===== src/rtl/shift_consts.vh =====
// constants and mode encodings for the four-stage universal shift register
//
// Overview of operation
// - stages change only on rising clock edge
// - four stages, each shown on its output
// - two selects pick one of four operations
// - both selects low: parallel load all stages
// - A low B high: shift toward stage 0
// - A high B low: shift toward stage 3
// - both selects high: hold all stages
// - outputs follow inputs present at the edge
`ifndef SHIFT_CONSTS_VH
`define SHIFT_CONSTS_VH

// ----------------------------------------
// mode select codes, {mode_select_a, mode_select_b}
// ----------------------------------------
`define MODE_LOAD 2'h0
`define MODE_SHIFT_DOWN 2'h1
`define MODE_SHIFT_UP 2'h2
`define MODE_HOLD 2'h3

// ----------------------------------------
// register geometry
// ----------------------------------------
`define STAGE_COUNT 4
`define BUF_DEPTH 2'h2
`define BUF_ONE 2'h1
`define BUF_EMPTY 2'h0

`endif


===== src/rtl/universal_shift_register.v =====
// four-stage universal shift register with a two-entry result buffer
`timescale 1ns/1ps
`include "shift_consts.vh"

module universal_shift_register (
  input wire clock,
  input wire rst,
  input wire mode_select_a,
  input wire mode_select_b,
  input wire parallel_in_0,
  input wire parallel_in_1,
  input wire parallel_in_2,
  input wire parallel_in_3,
  input wire left_serial_in,
  input wire right_serial_in,
  input wire in_valid,
  output wire in_ready,
  output wire stage_out_0,
  output wire stage_out_1,
  output wire stage_out_2,
  output wire stage_out_3,
  output wire out_valid,
  input wire out_ready,
  output wire [3:0] out_word
);

  // ----------------------------------------
  // stage register
  // ----------------------------------------
  reg [3:0] stage_r;
  reg [3:0] stage_nxt;
  wire [1:0] mode;
  wire accept;
  wire pop;

  assign mode = {mode_select_a, mode_select_b};
  assign accept = in_valid & in_ready;

  always @*
  begin
    stage_nxt = stage_r;
    case (mode)
      `MODE_LOAD:
      begin
        stage_nxt = {parallel_in_3, parallel_in_2, parallel_in_1, parallel_in_0};
      end
      `MODE_SHIFT_DOWN:
      begin
        stage_nxt = {right_serial_in, stage_r[3:1]};
      end
      `MODE_SHIFT_UP:
      begin
        stage_nxt = {stage_r[2:0], left_serial_in};
      end
      `MODE_HOLD:
      begin
        stage_nxt = stage_r;
      end
      default:
      begin
        stage_nxt = stage_r;
      end
    endcase
  end

  // rising edge only; inputs sampled at the edge
  // no reset on the stages; a refused cycle acts as hold
  always @(posedge clock)
  begin
    if (accept)
    begin
      stage_r <= stage_nxt;
    end
  end

  assign stage_out_0 = stage_r[0];
  assign stage_out_1 = stage_r[1];
  assign stage_out_2 = stage_r[2];
  assign stage_out_3 = stage_r[3];

  // ----------------------------------------
  // two-entry result buffer
  // ----------------------------------------
  reg [1:0] count_r;
  reg [3:0] head_r;
  reg [3:0] tail_r;

  // full buffer refuses the next operation so no result is lost
  assign in_ready = (count_r != `BUF_DEPTH);
  assign out_valid = (count_r != `BUF_EMPTY);
  assign out_word = head_r;
  assign pop = out_valid & out_ready;

  always @(posedge clock or posedge rst)
  begin
    if (rst)
    begin
      count_r <= `BUF_EMPTY;
    end
    else if (accept & ~pop)
    begin
      count_r <= count_r + `BUF_ONE;
    end
    else if (pop & ~accept)
    begin
      count_r <= count_r - `BUF_ONE;
    end
  end

  // data slots carry no reset; occupancy alone marks them valid
  always @(posedge clock)
  begin
    if (accept & pop)
    begin
      head_r <= stage_nxt;
    end
    else if (accept)
    begin
      if (count_r == `BUF_EMPTY)
      begin
        head_r <= stage_nxt;
      end
      else
      begin
        tail_r <= stage_nxt;
      end
    end
    else if (pop)
    begin
      head_r <= tail_r;
    end
  end

endmodule


===== config.mk =====
export PLATFORM = sky130hd
export DESIGN_NAME = universal_shift_register
export DESIGN_NICKNAME = d
export VERILOG_FILES = /design/src/rtl/universal_shift_register.v
export VERILOG_INCLUDE_DIRS = /design/src /design/src/rtl
export SDC_FILE = /design/constraint.sdc
export NUM_CORES = 1
export LEC_CHECK = 0
export ABC_AREA = 0
export BUFFER_PORTS_ARGS = -buffer_cell sky130_fd_sc_hd__buf_2
export CAP_MARGIN = 20
export CORE_AREA = 2 2 39 41
export CTS_BUF_LIST = sky130_fd_sc_hd__clkbuf_2 sky130_fd_sc_hd__clkbuf_4 sky130_fd_sc_hd__clkbuf_8
export DETAILED_ROUTE_END_ITERATION = 8
export DIE_AREA = 0 0 41 43
export PLACE_DENSITY = 0.77
export SYNTH_ARGS = -nofsm -noshare
export SYNTH_HDL_FRONTEND = slang
export SYNTH_SLANG_ARGS = --single-unit

===== constraint.sdc =====
create_clock -name clock -period 3.8 [get_ports clock]
set_input_delay 0 -clock clock [delete_from_list [all_inputs] [get_ports clock]]
set_output_delay 0 -clock clock [all_outputs]
set_load 0.01 [all_outputs]

# [Word-level counts from Yosys, hierarchy flattened]
# Cells that the tools add are included.
[op_classes] addsub=2 n_mux=7 n_reduce_logical=7 eq_ne=5 bitwise=9
[ops] operator="4-bit two-way mux" count=4
[ops] operator="4-bit case mux with 4 select lines" count=1
[ops] operator="1-bit AND" count=5
[ops] operator="2-bit == test (second input constant)" count=2
[ops] operator="2-bit logical NOT" count=2
[ops] operator="2-bit two-way mux" count=2
[ops] operator="1-bit NOT" count=4
[ops] operator="2-bit nonzero test" count=2
[ops] operator="3-bit by 1-bit inequality test with 1-bit output (second input constant)" count=1
[ops] operator="3-bit AND reduction" count=1
[ops] operator="3-bit nonzero test" count=1
[ops] operator="2-bit by 1-bit adder with 2-bit output (second input constant)" count=1
[ops] operator="2-bit by 1-bit == test with 1-bit output (second input constant)" count=1
[ops] operator="2-bit inequality test (second input constant)" count=1
[ops] operator="2-bit AND reduction" count=1
[ops] operator="2-bit by 1-bit subtractor with 2-bit output (second input constant)" count=1
[word_totals] register_bits=14

# [Logic depth before layout (Yosys ltp)]
# Gate-level depths: netlist of the first run.
[logic_depth] word_depth=6 ltp_mapped=6 mapped_depth_nobuf=6

# [Worst setup path before layout of the first run]
# Ideal clock, no wire load.
[synth_timing] path_type="reg2reg" startpoint="register count_r[1]" endpoint="register head_r[0], in the netlist out_word[0] (data pin)" t_arrival_ns=1.698 setup_ns=0.260 period_less_slack_ns=1.958 required_ns=3.540 stages_incl_launch_ff=7 n_path_buf=0 setup_slack_ns=1.842 path_cell_list="dfrtp_1 -> or2_2 -> nand2_1 -> inv_1 -> ha_1 -> a21oi_1 -> mux2_2"
[synth_between] elab_chain_cells=4 elab_cells_between_ends=7
[synth_rtl] element="from (decl)" line_no="universal_shift_register.v:84" text="reg [1:0] count_r;"
[synth_rtl] element="from (signal assigned)" line_no="universal_shift_register.v:98" text="count_r <= `BUF_EMPTY;"
[synth_rtl] element="from (signal assigned)" line_no="universal_shift_register.v:102" text="count_r <= count_r + `BUF_ONE;"
[synth_rtl] element="from (signal assigned)" line_no="universal_shift_register.v:106" text="count_r <= count_r - `BUF_ONE;"
[synth_rtl] element="2-bit nonzero test (no source line)"
[synth_rtl] element="named net out_valid" line_no="universal_shift_register.v:22" text="output wire out_valid,"
[synth_rtl] element="1-bit AND" line_no="universal_shift_register.v:92" text="assign pop = out_valid & out_ready;"
[synth_rtl] element="1-bit AND" line_no="universal_shift_register.v:113" text="if (accept & pop)"
[synth_rtl] element="4-bit two-way mux" line_no="universal_shift_register.v:113"
[synth_rtl] element="to (signal assigned)" line_no="universal_shift_register.v:115" text="head_r <= stage_nxt;"
[synth_rtl] element="to (signal assigned)" line_no="universal_shift_register.v:121" text="head_r <= stage_nxt;"
[synth_rtl] element="to (signal assigned)" line_no="universal_shift_register.v:130" text="head_r <= tail_r;"
[synth_rtl] element="to (decl)" line_no="universal_shift_register.v:85" text="reg [3:0] head_r;"
# The timed path passes the listed nets, and every way through them passes these cells.
# A chain may end at the register's enable or synchronous reset.

# [Worst setup path in the final report of the first run]
[layout_timing] startpoint="register count_r[1]" endpoint="register head_r[2], in the netlist out_word[2] (data pin)"
[layout_between] elab_chain_cells=4 elab_cells_between_ends=7
[layout_rtl] element="2-bit inequality test (no source line) or 2-bit nonzero test (tied branches)"
[layout_rtl] element="1-bit AND, on equally long branches" line_no="universal_shift_register.v:37, universal_shift_register.v:92"
[layout_rtl] element="4-bit two-way mux or 1-bit AND (tied branches)" line_no="universal_shift_register.v:117, universal_shift_register.v:113"
[layout_rtl] element="4-bit two-way mux (*)" line_no="universal_shift_register.v:113"
# Every way passes the cells marked *; elsewhere a longest branch is shown, timed or not.

==> impl_metrics.toml, run 1 <==
[run_status]
outcome = "completed"

[logic_synthesis]
syn_avg_cell_area_um2 = 16.9
yosysSeqAreaShare_pct = 62.2
synth_area_um2 = 659
yosysWarnings = 0
mappedNetlistNets = 53
yosysUniqueCellTypes = 15
ys_seq_elements = 14
synthCells = 39

[clock_network]
cts_made_buffers = 3
clock_latency_ps = 270
htreeDepth = 1
clock-root-buffer = "clkbuf_4"
cts_hold_buf = 1
cts_buffer_depth = 2
cts.repair.resized = 0
path_clk_slew_ps = 80
cts_setup_buffers = 0
cts_tree = "built"
cts_num_sinks = 14

[floorplan]
ios = 22
row_count = 14
coreArea_mm2 = 0.00138
die_height_um = 43
initial_core_util_pct = 47.6
die_area_mm2 = 0.00176
die_w_um = 41

[placement]
dpl_cell_area_um2 = 785
place_congestion = 0.770
place_worst_setup_slack_ps = 1740
dp_hpwl_um = 892
port_buffers = 21

[critical_path]
rrSetupSlack_ps = 1750
end_kind = "register"
cpPeakStageDelay_ps = 430
worstSetupPathType = "reg -> reg"
crit_arrival_ps = 2080
start_kind = "register"
path_cells = "or2_2, nand2_1, inv_1, ha_1, a21oi_1, mux2_2"
cp.required_ps = 3830
cp_top_family = "simple AND/OR/NAND/NOR gates"
cp_slowest_cell = "dfrtp_1"
crit_fanout = 4
crit_buf_inv = 1

[timing]
setup_violations = 0
fin_crit_ps = 2050
finalSetupTns_ps = 0
final_max_slew_viol_count = 0
worst_pin_slew_ps = 537
final-hold-violation-count = 0
worst_slack_ps = 1750
slew-limit-headroom_pct = 63.8
finalCritPeriodShare_pct = 53.9
rsz0062_at_grt = "false"
fmax_mhz = 489
fin_skew_ps = 1.69

[detailed_routing]
drt_iter0_markers = 3
firstDrtPassIters = 2
postRouteAntennaNets = 0
drc = 0
routed_wl_um = 1110
vias = 409
routed_via_density = 5.05
routed_wire_length_per_instance_um = 13.7

[layout]
num-fill-cells = 107
antenna_cells = 0
nets = 80
area_growth_pct = 24.5
final_area_um2 = 821
drive_gt1_share_pct = 52.3
utilization_pct = 59.3

[pwr]
fin_total_pwr_uw = 547
powerDensity_mw_per_mm2 = 666
leakagePower_nw = 0.351
vdd_drop_max_v = 0.000329

[grt]
grt_overflow = 0
first_global_vias = 403
grt_max_degree = 9
antenna_found_initial = 0
grt_pass1_wl_um = 1660
grt.total_usage_pct = 14.8

[run]
cap_viol_max_count = 0

[worst_hold_path]
hp-class = "in -> async"
[Yosys cell counts]
master / n / area [µm²]
nand2_1: 2 / 7.51
xor2_1: 2 / 17.5
xnor2_1: 1 / 8.76
mux4_2: 4 / 90.1
or2_2: 1 / 6.26
edfxtp_1: 12 / 360
a21oi_1: 1 / 5.00
and2_1: 1 / 6.26
inv_1: 3 / 11.3
nor2_1: 2 / 7.51
o21ai_0: 1 / 5.00
dfrtp_1: 2 / 50.1
mux2_2: 4 / 45.0
nand2b_4: 1 / 13.8
ha_1: 2 / 25.0
[logic make-up after synthesis]
group                      Yosys count  share of synthesized area [%]
DFF                                 14                           62.2
muxes                                8                           20.5
and+or+nand+nor                      7                           6.26
xor gates and xnor gates             3                           3.99
buffers and inverters                3                           1.71
AOI/OAI and AO/OA                    2                           1.52
adders and majority gates            2                           3.79
[tightest hold or removal path, cell delays in order]
cell	delay, ps
dlygate4sd3_1	530
buf_2	120
inv_1	80
[power by group]
part	internal [mW]	total, mW	leakage (nW)	switching (mW)
clock	0.0381	0.0822	0.0154	0.0442
sequential	0.236	0.265	0.138	0.0295
combinational	0.0991	0.199	0.198	0.100
[routing by layer]
metal	part of all wire, %	global-route usage (%)	wire (µm)	up-vias
met5	0	0	0	-
met4	2.3	8.00	26	0
met3	4.0	6.28	44	4
met2	52	20.9	575	8
met1	42	18.6	464	196
li1	-	-	-	201
[area by class of cell]
cell class	instances	area (µm²)	share of cell area (%)
clock buffers	3	22.5	2.74
flip-flops and latches	14	410	50.0
repair buffers	22	115	14.0
inverters	3	11.3	1.37
well taps	16	20.0	2.44
clock inverters	1	3.75	0.457
multi-input cells	22	238	29.0
[sequential cells by signal, summed over array words and instances (netlist names)]
name / flops
out_word: 4
count_r: 2
stage_r: 4
tail_r: 4
[cells in the final DEF (no fill, tap or decap), drive strengths merged, types with 2 or more instances in the layout]
cell type,n
nor2,2
buf,21
clkbuf,3
inv,3
dfrtp,2
nand2,2
ha,2
mux2,4
xor2,2
edfxtp,12
mux4,4
[final timing paths]
kind	start	to	cells after the start
max	count_r[1]$_DFFE_PP0P_	out_word[2]$_DFFE_PP_	6
min	rst	count_r[0]$_DFFE_PP0P_	3
max in group asynchronous	rst	count_r[1]$_DFFE_PP0P_	3
min in group clock	parallel_in_0	tail_r[0]$_DFFE_PP_	2
max reg2reg	count_r[1]$_DFFE_PP0P_	out_word[2]$_DFFE_PP_	6
min reg2reg	count_r[0]$_DFFE_PP0P_	count_r[0]$_DFFE_PP0P_	1
[per-stage QoR]
step                      hold slack, ps  instances
after floorplan                     -259         39
final                                110         81
after CTS                            103         81
after detailed placement            -143         76
after global placement              -150         76
after global routing                91.9         81
Power figures use the tool's default switching activity.
==> inputs of run 2 (changes only) <==
--- a/config.mk
+++ b/config.mk
@@ -9,10 +9,9 @@
 export ABC_AREA = 0
 export BUFFER_PORTS_ARGS = -buffer_cell sky130_fd_sc_hd__buf_2
 export CAP_MARGIN = 20
-export CORE_AREA = 2 2 39 41
+export CORE_UTILIZATION = 50
 export CTS_BUF_LIST = sky130_fd_sc_hd__clkbuf_2 sky130_fd_sc_hd__clkbuf_4 sky130_fd_sc_hd__clkbuf_8
 export DETAILED_ROUTE_END_ITERATION = 8
-export DIE_AREA = 0 0 41 43
 export PLACE_DENSITY = 0.77
 export SYNTH_ARGS = -nofsm -noshare
 export SYNTH_HDL_FRONTEND = slang
==> constraint.sdc (replaced) <==
create_clock -name clock -period 2 [get_ports clock]
set_input_delay 0 -clock clock [delete_from_list [all_inputs] [get_ports clock]]
set_output_delay 0 -clock clock [all_outputs]
set_load 0.01 [all_outputs]
==> run 2 against run 1 <==
Against the previous run: die area decreased by 17%; largest cell class unchanged; global-route usage grew 3.8 points; cell count is 3.7% higher; sequential share of layout area down 2.0 points; largest power group unchanged; sequential power increased by 82%.
==> impl_metrics.toml, run 2 (synthesis gave the netlist of run 1 again) <==
[timing]
finalSetupTns_ps = 0
slew-limit-headroom_pct = 76.1
rsz0062_at_grt = "false"
finalCritPeriodShare_pct = 94.3
fin_skew_ps = 5.21
fmax_mhz = 531
final_max_slew_viol_count = 0
fin_crit_ps = 1890
final-hold-violation-count = 0
setup_violations = 0
worst_pin_slew_ps = 357

[clock_network]
clock-root-buffer = "clkbuf_4"
cts_tree = "built"
cts_hold_buf = 1
path_clk_slew_ps = 80
clock_latency_ps = 280
cts_num_sinks = 14
cts.repair.resized = 0
cts_buffer_depth = 2
htreeDepth = 1
cts_setup_buffers = 0
cts_made_buffers = 3

[critical_path]
reg2reg_to = "out_word[2]$_DFFE_PP_"
cp-startpoint = "count_r[1]$_DFFE_PP0P_"
worstSetupPathType = "reg -> reg"
crit_fanout = 4
rrSetupSlack_ps = 110
reg2regPathDepth = 7
crit_arrival_ps = 1910
r2r_start = "count_r[1]$_DFFE_PP0P_"
cp.required_ps = 2030
end_kind = "register"
start_kind = "register"

[pwr]
leakagePower_nw = 0.375
intPower_uw = 762
fin_total_pwr_mw = 1.12
pwr-share-comb_pct = 42.4
powerDensity_mw_per_mm2 = 1310
p_switching_uw = 357
swShare_pct = 31.9
p_clk_share_pct = 14.5
power_frac_seq_pct = 43.1
vdd_drop_max_v = 0.000803

[grt]
first_global_vias = 415
antenna_found_initial = 0
grt_max_degree = 9
grt_overflow = 0
grt_pass1_wl_um = 1730
grt.total_usage_pct = 18.6

[detailed_routing]
firstDrtPassIters = 4
vias = 428
routed_via_density = 5.10
routed_wl_um = 1170
routed_wire_length_per_instance_um = 14.0
postRouteAntennaNets = 0
drc = 0
drt_iter0_markers = 9

[floorplan]
coreArea_mm2 = 0.00117
die_area_mm2 = 0.00147
die_w_um = 38.3
row_count = 12
initial_core_util_pct = 56.3
die_height_um = 38.3
ios = 22

[placement]
place_congestion = 0.722
dpl_cell_area_um2 = 820
dp_cells = 79
port_buffers = 21

[run_status]
outcome = "completed"

[layout]
final_cells = 84
final_common_cell = "buf_2"
final_area_um2 = 856
area_growth_pct = 29.8
nets = 85
drive_gt1_share_pct = 55.7
most-common-layout-cells = "buf_2, edfxtp_1, buf_4, mux4_2, mux2_2"
antenna_cells = 0

[worst_hold_path]
hp-class = "in -> async"

[run]
cap_viol_max_count = 0
## run 2: per-stage QoR
stage | util, % | setup WS (ps) | hold WS (ps)
after global routing | 73.1 | 17.5 | 135
after floorplan | - | 42.5 | -259
after global placement | 70.0 | 141 | -149
final | 73.1 | 115 | 124
after CTS | 73.1 | 113 | 100
after detailed placement | 70.0 | 125 | -147
## run 2: worst max path at each step
stage               cells past startpoint                     to
floorplan                               6  out_word[0]$_DFFE_PP_
global route                            7  out_word[2]$_DFFE_PP_
detailed placement                      7  out_word[2]$_DFFE_PP_
CTS                                     7  out_word[2]$_DFFE_PP_
global placement                        7  out_word[2]$_DFFE_PP_
finish                                  7  out_word[2]$_DFFE_PP_
## run 2: critical path, cell delays in order (launching register included)
cell	delay, ps
dfrtp_1	380
or2_2	310
nand2_1	120
inv_1	50
ha_1	180
a21oi_1	120
buf_4	150
mux2_2	330
## run 2: layer usage
metal | track usage [%] | wire length, µm | up-vias
met1 | 21.3 | 506 | 209
met3 | 6.98 | 36 | 0
met5 | 0 | 0 | -
met2 | 33.5 | 629 | 8
li1 | - | - | 211
met4 | 2.68 | 0 | 0
## run 2: layout make-up
cell class / count / area [µm²]
Clock inverter: 1 / 3.75
Timing Repair Buffer: 27 / 153
Multi-Input combinational cell: 22 / 238
Sequential cell: 14 / 410
Tap cell: 14 / 17.5
Inverter: 3 / 11.3
Clock buffer: 3 / 22.5
Fill cell: 83 / 315
## run 2: power by group through the flow
stage / registers, mW / clock network (mW) / logic, mW
after floorplan: 0.530 / 0 / 0.232
after global placement: 0.487 / 0 / 0.460
after detailed placement: 0.491 / 0 / 0.474
after CTS: 0.484 / 0.170 / 0.477
after global routing: 0.492 / 0.173 / 0.511
final: 0.483 / 0.162 / 0.474
